--- config.mk ---
export PLATFORM = sky130hd
export DESIGN_NAME = gtmc_timer
export DESIGN_NICKNAME = d
export VERILOG_FILES = /design/src/gtmc_pkg.sv /design/src/gtmc_timer.sv
export VERILOG_INCLUDE_DIRS = /design/src
export SDC_FILE = /design/constraint.sdc
export NUM_CORES = 1
export LEC_CHECK = 0
export BUFFER_PORTS_ARGS = -buffer_cell sky130_fd_sc_hd__buf_2
export CORE_MARGIN = 8
export CORE_UTILIZATION = 40
export DETAILED_ROUTE_END_ITERATION = 7
export GPL_TIMING_DRIVEN = 0
export HOLD_SLACK_MARGIN = 0.12
export PLACE_DENSITY_LB_ADDON = 0.2
export SLEW_MARGIN = 10
export SYNTH_ARGS = -nofsm -noshare
export SYNTH_HDL_FRONTEND = slang
export SYNTH_SLANG_ARGS = --single-unit
export TNS_END_PERCENT = 20
--- constraint.sdc ---
create_clock -name sys_clk_i -period 2.71 [get_ports sys_clk_i]
set_input_delay 0.1355 -clock sys_clk_i [delete_from_list [all_inputs] [get_ports sys_clk_i]]
set_output_delay 0.1355 -clock sys_clk_i [all_outputs]
set_load 0.01 [all_outputs]
--- src/gtmc_consts.svh ---
// register offsets, field positions, reset values and widths of the timer
// assumes byte addressing on a 32-bit avalon-mm slave port
`ifndef GTMC_CONSTS_SVH
`define GTMC_CONSTS_SVH

`define GTMC_ADDR_W        8
`define GTMC_OFS_CTRL_ONE  8'h00
`define GTMC_OFS_CTRL_ZERO 8'h04
`define GTMC_OFS_COUNT     8'h08
`define GTMC_OFS_RELOAD    8'h0c
`define GTMC_OFS_PWM       8'h10
`define GTMC_OFS_CAPTURE   8'h14
`define GTMC_OFS_INT_STS   8'h18
`define GTMC_OFS_INT_CLR   8'h1c
`define GTMC_OFS_INT_EN    8'h20
`define GTMC_OFS_PIN_STS   8'h24

`define GTMC_RST_CTRL_ONE  8'h00
`define GTMC_RST_CTRL_ZERO 8'h00
`define GTMC_RST_COUNT     16'h0000
`define GTMC_RST_RELOAD    16'hffff
`define GTMC_RST_PWM       16'h0000
`define GTMC_COUNT_START   16'h0001

`define GTMC_INT_W         3
`define GTMC_INT_RELOAD    0
`define GTMC_INT_CAPTURE   1
`define GTMC_INT_GATE      2

`define GTMC_PRE_W         7
`define GTMC_PRE_ONES      7'h7f
`define GTMC_DB_W          8
`define GTMC_DB_ONE        8'h01

`endif

--- src/gtmc_pkg.sv ---
// types of the general timer: operating modes and control register layouts
// used together with gtmc_consts.svh
package gtmc_pkg;

  typedef enum logic [3:0] {
    GTMC_ONESHOT = 4'b0000,
    GTMC_CONT    = 4'b0001,
    GTMC_COUNTER = 4'b0010,
    GTMC_PWM1    = 4'b0011,
    GTMC_CAPT    = 4'b0100,
    GTMC_COMPARE = 4'b0101,
    GTMC_GATED   = 4'b0110,
    GTMC_CAPCMP  = 4'b0111,
    GTMC_PWM2    = 4'b1000,
    GTMC_CAPRST  = 4'b1001,
    GTMC_CMPCNT  = 4'b1010,
    GTMC_TRIG    = 4'b1011
  } gtmc_mode_e;

  typedef struct packed {
    logic       timer_enable_bit;
    logic       output_polarity_bit;
    logic [2:0] clock_divide_select;
    logic [2:0] operating_mode_select;
  } gtmc_ctrl_one_s;

  typedef struct packed {
    logic       mode_top;
    logic [2:0] rsvd_hi;
    logic [2:0] complement_delay_select;
    logic       rsvd_lo;
  } gtmc_ctrl_zero_s;

endpackage

--- src/gtmc_timer.sv ---
// general timer: prescaler, 16-bit counter, twelve operating modes, avalon slave
// assumes tin_i is asynchronous to sys_clk_i; one clock, synchronous reset
`timescale 1ns/1ps
`default_nettype none
`include "gtmc_consts.svh"

// Overview of operation
// - disabled timer drives output at polarity level
// - one-shot: output inverted one cycle after reload
// - most other modes toggle output on reload
// - counter mode counts polarity-selected input edge
// - capture modes capture count on selected edge
// - single pwm: match sets inverse, reload restores
// - gated: count while active level, interrupt inactive edge
// - capture/compare: first edge starts, later edges capture
// - dual pwm: complement opposite of output, both low during delay
// - dual pwm: delay only rising edges (deadband)
// - triggered one-shot starts on polarity-selected edge
// - prescaler divides by two to field power
// - prescaler cleared while timer disabled
// - mode top bit from other control register
// - decode codes 0000..1011 as twelve modes
// - hardware clears enable when timer stops
// - complement delay: zero or 2..128 cycles
module gtmc_timer (
  input  wire logic                      sys_clk_i,
  input  wire logic                      rst_n_i,
  input  wire logic [`GTMC_ADDR_W-1:0]   avs_address_i,
  input  wire logic                      avs_read_i,
  input  wire logic                      avs_write_i,
  input  wire logic [31:0]               avs_writedata_i,
  input  wire logic [3:0]                avs_byteenable_i,
  output var  logic [31:0]               avs_readdata_o,
  output var  logic                      avs_waitrequest_o,
  input  wire logic                      tin_i,
  output var  logic                      tout_o,
  output var  logic                      tout_n_o,
  output var  logic                      irq_o
);

  gtmc_pkg::gtmc_ctrl_one_s  ctrl_one;
  gtmc_pkg::gtmc_ctrl_zero_s ctrl_zero;
  gtmc_pkg::gtmc_mode_e      mode;
  logic [15:0]               count;
  logic [15:0]               reload;
  logic [15:0]               pwm_val;
  logic [15:0]               capture;
  logic [`GTMC_INT_W-1:0]    int_sts;
  logic [`GTMC_INT_W-1:0]    int_en;
  logic [2:0]                tin_sync;
  logic                      tin_lvl;
  logic                      tin_prev;
  logic [`GTMC_PRE_W-1:0]    pre_cnt;
  logic [`GTMC_PRE_W-1:0]    pre_mask;
  logic                      armed;
  logic                      out_level;
  logic                      pulse;
  logic                      db_prev;
  logic [`GTMC_DB_W-1:0]     db_cnt;
  logic [`GTMC_DB_W-1:0]     db_len;
  logic                      db_ok;
  logic                      en;
  logic                      pol;
  logic                      tick;
  logic                      rise;
  logic                      fall;
  logic                      act_edge;
  logic                      inact_edge;
  logic                      adv;
  logic                      reload_ev;
  logic                      match_ev;
  logic                      capt_ev;
  logic                      gate_ev;
  logic                      hw_stop;
  logic                      restart;
  logic                      is_pwm;
  logic                      next_tout;
  logic                      next_tout_n;
  logic                      wr_fire;
  logic                      rd_take;
  logic [31:0]               rd_mux;

  assign en       = ctrl_one.timer_enable_bit;
  assign pol      = ctrl_one.output_polarity_bit;
  assign mode     = gtmc_pkg::gtmc_mode_e'({ctrl_zero.mode_top,
                                            ctrl_one.operating_mode_select});
  assign is_pwm   = (mode == gtmc_pkg::GTMC_PWM1) || (mode == gtmc_pkg::GTMC_PWM2);
  assign wr_fire  = avs_write_i && !avs_waitrequest_o;
  assign rd_take  = avs_read_i && avs_waitrequest_o;

  // three-stage synchroniser; a level counts once stages two and three agree
  always_ff @(posedge sys_clk_i)
  begin
    if (!rst_n_i)
      tin_sync <= 3'h0;
    else
      tin_sync <= {tin_sync[1:0], tin_i};
  end

  always_ff @(posedge sys_clk_i)
  begin
    if (!rst_n_i)
    begin
      tin_lvl  <= 1'b0;
      tin_prev <= 1'b0;
    end
    else
    begin
      if (tin_sync[1] == tin_sync[2])
        tin_lvl <= tin_sync[2];
      tin_prev <= tin_lvl;
    end
  end

  assign rise       = tin_lvl && !tin_prev;
  assign fall       = !tin_lvl && tin_prev;
  assign act_edge   = pol ? fall : rise;
  assign inact_edge = pol ? rise : fall;

  // prescaler restarts from zero on every enable, so the first tick is a full period
  always_ff @(posedge sys_clk_i)
  begin
    if (!rst_n_i)
      pre_cnt <= '0;
    else if (!en)
      pre_cnt <= '0;
    else
      pre_cnt <= pre_cnt + 1'b1;
  end

  assign pre_mask = ~(`GTMC_PRE_ONES << ctrl_one.clock_divide_select);
  assign tick     = en && ((pre_cnt & pre_mask) == pre_mask);

  always_comb
  begin
    adv = 1'b0;
    case (mode)
      gtmc_pkg::GTMC_COUNTER: adv = en && act_edge;
      gtmc_pkg::GTMC_GATED:   adv = tick && (tin_lvl != pol);
      gtmc_pkg::GTMC_CAPCMP:  adv = tick && armed;
      gtmc_pkg::GTMC_TRIG:    adv = tick && armed;
      gtmc_pkg::GTMC_ONESHOT,
      gtmc_pkg::GTMC_CONT,
      gtmc_pkg::GTMC_PWM1,
      gtmc_pkg::GTMC_CAPT,
      gtmc_pkg::GTMC_COMPARE,
      gtmc_pkg::GTMC_PWM2,
      gtmc_pkg::GTMC_CAPRST,
      gtmc_pkg::GTMC_CMPCNT:  adv = tick;
      default:                adv = 1'b0;
    endcase
  end

  assign reload_ev = adv && (count >= reload);
  assign match_ev  = adv && is_pwm && (count == pwm_val);
  assign capt_ev   = en && act_edge &&
                     ((mode == gtmc_pkg::GTMC_CAPT) || (mode == gtmc_pkg::GTMC_CAPRST) ||
                      (mode == gtmc_pkg::GTMC_CMPCNT) ||
                      ((mode == gtmc_pkg::GTMC_CAPCMP) && armed));
  assign restart   = capt_ev &&
                     ((mode == gtmc_pkg::GTMC_CAPRST) || (mode == gtmc_pkg::GTMC_CAPCMP));
  assign gate_ev   = en && (mode == gtmc_pkg::GTMC_GATED) && inact_edge;
  assign hw_stop   = reload_ev &&
                     ((mode == gtmc_pkg::GTMC_ONESHOT) || (mode == gtmc_pkg::GTMC_TRIG));

  // start gate for capture/compare and triggered one-shot
  always_ff @(posedge sys_clk_i)
  begin
    if (!rst_n_i)
      armed <= 1'b0;
    else if (!en)
      armed <= 1'b0;
    else if (act_edge && ((mode == gtmc_pkg::GTMC_CAPCMP) || (mode == gtmc_pkg::GTMC_TRIG)))
      armed <= 1'b1;
  end

  // counter and capture; a software write to the count wins over counting
  always_ff @(posedge sys_clk_i)
  begin
    if (!rst_n_i)
    begin
      count   <= `GTMC_RST_COUNT;
      capture <= `GTMC_RST_COUNT;
    end
    else
    begin
      if (capt_ev)
        capture <= count;
      if (wr_fire && (avs_address_i == `GTMC_OFS_COUNT))
        count <= merge16(count, avs_writedata_i[15:0], avs_byteenable_i[1:0]);
      else if (restart || reload_ev)
        count <= `GTMC_COUNT_START;
      else if (adv)
        count <= count + 1'b1;
    end
  end

  // internal output level before the one-shot pulse and deadband
  always_ff @(posedge sys_clk_i)
  begin
    if (!rst_n_i)
      out_level <= 1'b0;
    else if (!en)
      out_level <= pol;
    else if (is_pwm)
    begin
      if (reload_ev)
        out_level <= pol;
      else if (match_ev)
        out_level <= !pol;
    end
    else if (reload_ev && (mode != gtmc_pkg::GTMC_ONESHOT))
      out_level <= !out_level;
  end

  always_ff @(posedge sys_clk_i)
  begin
    if (!rst_n_i)
      pulse <= 1'b0;
    else
      pulse <= reload_ev && (mode == gtmc_pkg::GTMC_ONESHOT);
  end

  // deadband: only the rising side waits, falling sides act at once
  assign db_len = (ctrl_zero.complement_delay_select == 3'h0) ? '0 :
                  (`GTMC_DB_ONE << ctrl_zero.complement_delay_select);
  assign db_ok  = (out_level != db_prev) ? (db_len == '0) : (db_cnt == '0);

  always_ff @(posedge sys_clk_i)
  begin
    if (!rst_n_i)
    begin
      db_prev <= 1'b0;
      db_cnt  <= '0;
    end
    else
    begin
      db_prev <= out_level;
      if (out_level != db_prev)
        db_cnt <= (db_len == '0) ? '0 : db_len - 1'b1;
      else if (db_cnt != '0)
        db_cnt <= db_cnt - 1'b1;
    end
  end

  always_comb
  begin
    next_tout   = out_level;
    next_tout_n = !out_level;
    if (pulse)
    begin
      next_tout   = !pol;
      next_tout_n = pol;
    end
    else if (!en)
    begin
      next_tout   = pol;
      next_tout_n = !pol;
    end
    else if (mode == gtmc_pkg::GTMC_PWM2)
    begin
      next_tout   = out_level && db_ok;
      next_tout_n = !out_level && db_ok;
    end
  end

  always_ff @(posedge sys_clk_i)
  begin
    if (!rst_n_i)
    begin
      tout_o   <= 1'b0;
      tout_n_o <= 1'b1;
    end
    else
    begin
      tout_o   <= next_tout;
      tout_n_o <= next_tout_n;
    end
  end

  // control registers; a software write wins over the hardware stop
  always_ff @(posedge sys_clk_i)
  begin
    if (!rst_n_i)
    begin
      ctrl_one  <= gtmc_pkg::gtmc_ctrl_one_s'(`GTMC_RST_CTRL_ONE);
      ctrl_zero <= gtmc_pkg::gtmc_ctrl_zero_s'(`GTMC_RST_CTRL_ZERO);
    end
    else
    begin
      if (wr_fire && (avs_address_i == `GTMC_OFS_CTRL_ONE) && avs_byteenable_i[0])
        ctrl_one <= gtmc_pkg::gtmc_ctrl_one_s'(avs_writedata_i[7:0]);
      else if (hw_stop)
        ctrl_one.timer_enable_bit <= 1'b0;
      if (wr_fire && (avs_address_i == `GTMC_OFS_CTRL_ZERO) && avs_byteenable_i[0])
      begin
        ctrl_zero.mode_top                <= avs_writedata_i[7];
        ctrl_zero.complement_delay_select <= avs_writedata_i[3:1];
      end
    end
  end

  always_ff @(posedge sys_clk_i)
  begin
    if (!rst_n_i)
    begin
      reload  <= `GTMC_RST_RELOAD;
      pwm_val <= `GTMC_RST_PWM;
    end
    else if (wr_fire)
    begin
      if (avs_address_i == `GTMC_OFS_RELOAD)
        reload <= merge16(reload, avs_writedata_i[15:0], avs_byteenable_i[1:0]);
      if (avs_address_i == `GTMC_OFS_PWM)
        pwm_val <= merge16(pwm_val, avs_writedata_i[15:0], avs_byteenable_i[1:0]);
    end
  end

  // sticky events: a set in the clearing cycle survives
  always_ff @(posedge sys_clk_i)
  begin
    if (!rst_n_i)
    begin
      int_sts <= '0;
      int_en  <= '0;
      irq_o   <= 1'b0;
    end
    else
    begin
      if (wr_fire && (avs_address_i == `GTMC_OFS_INT_CLR) && avs_byteenable_i[0])
        int_sts <= (int_sts & ~avs_writedata_i[`GTMC_INT_W-1:0]) |
                   {gate_ev, capt_ev, reload_ev};
      else
        int_sts <= int_sts | {gate_ev, capt_ev, reload_ev};
      if (wr_fire && (avs_address_i == `GTMC_OFS_INT_EN) && avs_byteenable_i[0])
        int_en <= avs_writedata_i[`GTMC_INT_W-1:0];
      irq_o <= |(int_sts & int_en);
    end
  end

  always_comb
  begin
    rd_mux = 32'h0000_0000;
    case (avs_address_i)
      `GTMC_OFS_CTRL_ONE:  rd_mux[7:0]  = ctrl_one;
      `GTMC_OFS_CTRL_ZERO: rd_mux[7:0]  = {ctrl_zero.mode_top, 3'h0,
                                          ctrl_zero.complement_delay_select, 1'b0};
      `GTMC_OFS_COUNT:     rd_mux[15:0] = count;
      `GTMC_OFS_RELOAD:    rd_mux[15:0] = reload;
      `GTMC_OFS_PWM:       rd_mux[15:0] = pwm_val;
      `GTMC_OFS_CAPTURE:   rd_mux[15:0] = capture;
      `GTMC_OFS_INT_STS:   rd_mux[`GTMC_INT_W-1:0] = int_sts;
      `GTMC_OFS_INT_EN:    rd_mux[`GTMC_INT_W-1:0] = int_en;
      `GTMC_OFS_PIN_STS:   rd_mux[2:0]  = {tin_lvl, tout_n_o, tout_o};
      default:             rd_mux = 32'h0000_0000;
    endcase
  end

  // fixed one wait state keeps the read mux off the bus timing path
  always_ff @(posedge sys_clk_i)
  begin
    if (!rst_n_i)
    begin
      avs_waitrequest_o <= 1'b1;
      avs_readdata_o    <= 32'h0000_0000;
    end
    else
    begin
      avs_waitrequest_o <= !((avs_read_i || avs_write_i) && avs_waitrequest_o);
      if (rd_take)
        avs_readdata_o <= rd_mux;
    end
  end

  function automatic logic [15:0] merge16(input logic [15:0] old_v,
                                          input logic [15:0] new_v,
                                          input logic [1:0]  be);
    merge16 = {be[1] ? new_v[15:8] : old_v[15:8], be[0] ? new_v[7:0] : old_v[7:0]};
  endfunction

endmodule
`default_nettype wire

== Word-level counts from Yosys, hierarchy flattened ==
Index checks and enable logic that the tools add are counted.
Cells by class
  reduce and logical (&&, ||, !) cells: 68
  add/subtract/negate cells: 4
  shifts and indexed selects: 2
  mux-type cells: 30
  bitwise gates (word level): 7
  magnitude comparators: 1
  equal/unequal tests: 29
Operator list (count)
  2-to-1 mux 16 bit: 3
  2-to-1 mux 8 bit: 6
  equality test 8 x 5 -> 1 bit, second input constant: 4
  logical AND 1 bit: 32
  case mux 8 bit (4 select lines): 1
  case mux 5 bit (6 select lines): 1
  case mux 3 bit (9 select lines): 1
  logical NOT 8 bit: 3
  adder 16 x 1 -> 16 bit, second input constant: 1
  equality test 16 bit: 1
  equality test 4 x 3 -> 1 bit, second input constant: 4
  equality test 4 bit, second input constant: 4
  equality test 8 x 4 -> 1 bit, second input constant: 2
  equality test 8 x 6 -> 1 bit, second input constant: 2
  >= comparator 16 bit: 1
  2-to-1 mux 1 bit: 16
  subtractor 8 x 1 -> 8 bit, second input constant: 2
  AND reduction 3 bit: 4
  logical OR 1 bit: 9
  equality test 4 x 2 -> 1 bit, second input constant: 2
  equality test 8 x 3 -> 1 bit, second input constant: 1
  AND reduction 2 bit: 4
  nonzero test 8 bit: 1
  OR reduction 8 bit: 1
  25 further kinds: 35
Word-level totals
  register bits: 126
  input bits: 49
  word-level logic and storage cells: 170
  output and inout bits: 36

== Logic depth before layout (Yosys ltp) ==
  depth after elaboration: 13
  depth in mapped cells: 11
  gate-level depth less buffers: 9

== Worst setup path before layout ==
No wires, ideal clock.
  path type: reg2reg
  start point: register count[0]
  end point: register count[11]
  period minus slack after synthesis: 2.416 ns
  data required time: 2.631 ns
  buffers on the path: 2
  setup time: 0.079 ns
  stages on the path, launching flop included: 12
  arrival: 2.337 ns
  slack: 0.294 ns
  cell sequence: dfxtp_1 -> clkbuf_1 -> inv_1 -> ha_1 -> a31oi_1 -> nor2b_1 -> o31ai_1 -> o211ai_1 -> a21oi_2 -> clkbuf_1 -> a22oi_1 -> o221ai_2
Between the ends
  word-level cells in the longest chain between the ends: 5
  elaborated cells between the ends (all ways): 9
  classes of those cells: 1 x add/sub; 1 x order compare; 3 x mux; 4 x reduce/logical
RTL lines
  start: declaration: line gtmc_timer.sv:44  | logic [15:0] count;
  start signal: assignment: line gtmc_timer.sv:182  | count <= `GTMC_RST_COUNT;
  start signal: assignment: line gtmc_timer.sv:190  | count <= merge16(count, avs_writedata_i[15:0], avs_byteenable_i[1:0]);
  start signal: assignment: line gtmc_timer.sv:192  | count <= `GTMC_COUNT_START;
  >= comparator 16 bit: line gtmc_timer.sv:154  | assign reload_ev = adv && (count >= reload);
  logical AND 1 bit: line gtmc_timer.sv:154
  logical OR 1 bit: line gtmc_timer.sv:191  | else if (restart || reload_ev)
  nonzero test 3 bit (no line) or 2-to-1 mux 16 bit (tied branches)
  AND reduction 2 bit (no line) or 2-to-1 mux 16 bit (tied branches)
Several ways; a longest one is shown, not always the timed one. The select of a mux whose other input is x is not followed.
A chain may end at the register's enable or synchronous reset.

== Final worst setup path ==
  start point: register ctrl_one (netlist bit pol)
  end point: register out_level
Between the ends
  word-level cells in the longest chain between the ends: 7
  elaborated cells between the ends (all ways): 17
  classes of those cells: 3 x eq/ne; 6 x mux; 8 x reduce/logical
RTL lines
  start: declaration: line gtmc_timer.sv:41  | gtmc_pkg::gtmc_ctrl_one_s ctrl_one;
  start signal: assignment: line gtmc_timer.sv:286  | ctrl_one <= gtmc_pkg::gtmc_ctrl_one_s'(`GTMC_RST_CTRL_ONE);
  start signal: assignment: line gtmc_timer.sv:292  | ctrl_one <= gtmc_pkg::gtmc_ctrl_one_s'(avs_writedata_i[7:0]);
  inequality test 1 bit or 2-to-1 mux 1 bit (tied branches): line gtmc_timer.sv:139, gtmc_timer.sv:117
  logical AND 1 bit, on equally long branches: line gtmc_timer.sv:139, gtmc_timer.sv:138
  case mux 1 bit (4 select lines): line gtmc_timer.sv:137  | case (mode)
  logical AND 1 bit, on equally long branches: line gtmc_timer.sv:155, gtmc_timer.sv:154
  logical AND 1 bit, or another cell as far along: line gtmc_timer.sv:155  | assign match_ev = adv && is_pwm && (count == pwm_val);
  inequality test 4 bit (no line), or another cell as far along
  AND reduction 2 bit (no line) or 2-to-1 mux 1 bit (tied branches)
  end signal: assignment: line gtmc_timer.sv:204  | out_level <= pol;
  end signal: assignment: line gtmc_timer.sv:208  | out_level <= pol;
  end signal: assignment: line gtmc_timer.sv:210  | out_level <= !pol;
  end: declaration: line gtmc_timer.sv:56  | logic out_level;
Several ways; a longest one is shown, not always the timed one. The select of a mux whose other input is x is not followed.

==> implementation parameters <==
Parameter                              Value

Timing
  Fmax ... 0.3829 GHz
  Setup violations, final ... 0
  Tmin final ... 2612 ps
  Actual slew at the worst max-slew pin ... 822.4 ps
  Total negative slack for setup checks ... 0 ps
  Clock tree skew after final layout ... 9.814 ps
  Final worst path period share ... 96.37%
  Setup repair after global routing missed its margin ... true
  Final hold violation count ... 0
  Number of pins exceeding their max-slew limit in the final report ... 0
  Slew Limit Headroom ... 45.18%

Die
  # rows ... 48
  Die extent in y ... 147.2 um
  Area of the die ... 0.02166 mm^2
  Core region area ... 0.01706 mm^2
  Ports placed on the boundary ... 85
  Width of the chip ... 147.2 um
  Starting density of the core ... 40.35%

Route
  Starting DRC count in detailed routing ... 607
  Count of antenna-violating nets left after detailed routing ... 0
  Detailed-route via count ... 6834
  Routed length per instance ... 18.73 um
  Number of optimization iterations in the first detailed-route pass ... 5
  Detailed-route wire length ... 22550 um
  Drc violations ... 0
  Vias per std cell ... 5.676

Yosys
  Part of the Yosys area used for sequential elements ... 36.65%
  Mean instance size in the synthesized netlist ... 8.049 um^2
  Async S/R FF share, synth ... 0%
  Predominant post-synthesis flop cell ... sky130_fd_sc_hd__dfxtp_1
  Cell type with the largest total area after synthesis ... sky130_fd_sc_hd__dfxtp_1
  Most area-consuming cells after synthesis ... sky130_fd_sc_hd__dfxtp_1, sky130_fd_sc_hd__nand2_1, sky130_fd_sc_hd__nor2_1, sky130_fd_sc_hd__ha_1, sky130_fd_sc_hd__nand3_1
  Distinct cell type count of the synthesized netlist ... 67
  Post-synthesis instance total ... 855
  Yosys warning total ... 0
  EDFF count, synth ... 0
  Post-synth design cell area ... 0.006882 mm^2
  Area fraction of the dominant cell type after synthesis ... 36.65%
  Number of storage elements in the synthesis netlist ... 126

CTS
  Total number of H-tree levels ... 4
  TritonCTS Buffers ... 17
  Clock latency at the later pin of the worst-skew pair ... 430 ps
  Register clock-pin slew on the reported worst setup and hold paths ... 60 ps
  Maximum number of buffers from clock root to sink ... 2
  Number of sinks handled by clock tree synthesis ... 126
  Master cell of the clock root buffer ... sky130_fd_sc_hd__clkbuf_16
  CTS tree ... done

Global routing
  All-layer global routing usage ... 20.57%
  Number of global-route vias before repair ... 6414
  First-pass GRT wire length ... 35480 um
  Layer with the highest usage after global routing ... met2
  Met2 track demand over resource ... 34.59%
  Grt met1 use ... 25.28%
  Remaining global-route overflow ... 0
  Pin count of the biggest net entering global routing ... 17
  Global-route met3 utilization ... 4.091%
  Initial antenna violation count ... 0

Placement
  IO buf count ... 49
  HPWL after detailed placement ... 16740 um
  Post-Place Cell Area ... 0.007465 mm^2
  Weighted congestion reported at the end of routability-driven placement ... 0.8729

Setup path
  Delay of the slowest cell on the worst path ... 540 ps
  Nature of the critical path startpoint ... flop
  CP Data Required Time ... 3020 ps
  Critical path type ... flop to flop
  Crit path buf inv count ... 1
  Slowest library cell on the worst path ... sky130_fd_sc_hd__or4_1
  Critical path fanouts, max ... 10
  Type of destination of the critical path ... flop
  Cells traversed along the worst timing path ... buf_2 > nor3b_2 > o21ai_2 > or4_1 > o31ai_4 > nand4_1 > o211ai_1 > mux2_2
  Data arrival at the endpoint of the critical path ... 2930 ps
  Cell class contributing the biggest share of worst-path delay ... simple AND/OR/NAND/NOR gates

Finish
  Fillers ... 1654
  Net count reported at finish ... 1039
  Share of layout cells above drive strength 1 ... 14.50%
  Antenna Diode Count ... 0
  Area growth, synth to finish ... 21.95%
  Highest-count cells in the layout ignoring fill and taps ... sky130_fd_sc_hd__dfxtp_1, sky130_fd_sc_hd__nand2_1, sky130_fd_sc_hd__nor2_1
  Summed area of non-filler cells in the final layout ... 0.008392 mm^2
  Most common library cell in the layout ignoring fill and taps ... sky130_fd_sc_hd__dfxtp_1

Hold path
  Hold Path Class ... input pin to flop

Power
  Static Leak ... 3.584 nW
  Largest vdd supply drop ... 489.0 uV
  Power density of the placed cells ... 587.5 mW/mm^2

Status
  Outcome ... complete, no violations

Job
  Max_cap viols ... 0
[worst min-delay path: stages]
cell and delay, ps:
sky130_fd_sc_hd__buf_2 110, sky130_fd_sc_hd__nand2_1 80, sky130_fd_sc_hd__nor2_1 130, sky130_fd_sc_hd__nand3_1 110
sky130_fd_sc_hd__a21oi_1 60
[routing by layer]
layer	part of all wire, %	vias up	routed length [um]
met4	3.1	0	695
met3	6.4	52	1433
li1	-	3288	-
met2	49	273	10970
met5	0	-	0
met1	42	3221	9457
[cells in the mapped netlist, types with 3 or more instances]
cell type	number
sky130_fd_sc_hd__xnor2_1	13
sky130_fd_sc_hd__o21ai_1	5
sky130_fd_sc_hd__a221oi_1	3
sky130_fd_sc_hd__nand2_1	99
sky130_fd_sc_hd__nor3b_1	3
sky130_fd_sc_hd__a22oi_1	29
sky130_fd_sc_hd__a22o_1	3
sky130_fd_sc_hd__o31ai_1	3
sky130_fd_sc_hd__o221ai_1	6
sky130_fd_sc_hd__a32oi_1	8
sky130_fd_sc_hd__o22ai_1	3
sky130_fd_sc_hd__buf_4	16
sky130_fd_sc_hd__and3_1	9
sky130_fd_sc_hd__nand3_1	57
sky130_fd_sc_hd__a21oi_1	55
sky130_fd_sc_hd__clkbuf_1	48
sky130_fd_sc_hd__inv_1	30
sky130_fd_sc_hd__o21ai_0	24
sky130_fd_sc_hd__buf_2	13
sky130_fd_sc_hd__ha_1	24
sky130_fd_sc_hd__mux2_2	3
sky130_fd_sc_hd__nor4_1	8
sky130_fd_sc_hd__nand2b_1	4
sky130_fd_sc_hd__nand4_1	11
sky130_fd_sc_hd__a211oi_1	3
sky130_fd_sc_hd__and2_1	12
sky130_fd_sc_hd__nor3_1	11
sky130_fd_sc_hd__dfxtp_1	126
sky130_fd_sc_hd__or4_1	5
sky130_fd_sc_hd__o211ai_1	19
sky130_fd_sc_hd__xor2_1	16
sky130_fd_sc_hd__or3_1	4
sky130_fd_sc_hd__nor2_1	90
sky130_fd_sc_hd__nor2b_1	6
sky130_fd_sc_hd__a222oi_1	18
sky130_fd_sc_hd__mux2i_1	25
sky130_fd_sc_hd__a31oi_1	6
sky130_fd_sc_hd__o211a_1	3
[where the power goes]
group          internal, mW  switching [mW]  leakage, nW
logic                 0.204           0.286         2.27
clock network          1.56           0.937        0.299
registers              1.90          0.0440         1.02
[path summary, 6_finish.rpt]
| kind | from | to | slack [ps] | cells past startpoint |
|---|---|---|---|---|
| worst max-delay path | pol$_SDFFE_PN0P_ | out_level$_SDFFE_PN0P_ | 100 | 8 |
| worst min-delay path | avs_address_i[5] | int_en[2]$_SDFFE_PN0P_ | 240 | 5 |
| worst max register to register | pol$_SDFFE_PN0P_ | out_level$_SDFFE_PN0P_ | 100 | 8 |
| worst min register to register | tin_sync[0]$_SDFF_PN0_ | tin_sync[1]$_SDFF_PN0_ | 430 | 1 |
[flip-flops by register name, summed over array words and instances, names as in the netlist, 6 cells and up]
| register | count |
|---|---|
| pre_cnt | 7 |
| capture | 16 |
| pwm_val | 16 |
| ctrl_one | 6 |
| avs_readdata_o | 16 |
| count | 16 |
| db_cnt | 8 |
| reload | 16 |
[cell families (layout without fill, tap and decap cells)]
group,count (synthesis),after routing,synth area share [%]
adders and majority gates,24,24,4.364
other,1,16,0.05449
AOI/OAI and AO/OA,206,206,21.35
muxes,28,28,4.127
and+or+nand+nor,332,332,22.69
DFF,126,126,36.65
buffers and inverters,109,218,7.073
xor gates and xnor gates,29,29,3.691
[cell type report]
class	instances	area, um^2	share of cell area [%]
plain buffers	79	380.4	4.533
clock buffers	18	429.2	5.114
clock inverters	14	203.9	2.430
inverters	30	112.6	1.342
multi-input cells	635	3955	47.13
flip-flops and latches	126	2524	30.07
well taps	225	281.5	3.355
repair buffers	77	505.5	6.024
[per-stage QoR]
stage                     utilization [%]  hold WS, ps  worst slack [ps]  power [mW]  cells
after global placement              43.76        344.4            -496.3       2.446   1144
after detailed placement            43.76        344.8            -502.2       2.449   1144
final                               49.20        242.4             98.49       4.930   1204
after floorplan                         -        251.4             294.4       2.309    870
after CTS                           48.85        221.2             39.80       4.945   1198
after global routing                49.20        266.9            -76.46       5.106   1204
[timing repair]
action                     in CTS  in global routing
setup buffers                   2                  6
hold endpoints to repair       55                  0
setup endpoints to repair      17                 10
resized for setup               6                  8
hold buffers                   20                  0
pin swaps                       1                  4
Note: power is estimated with default switching activity, not from simulation.
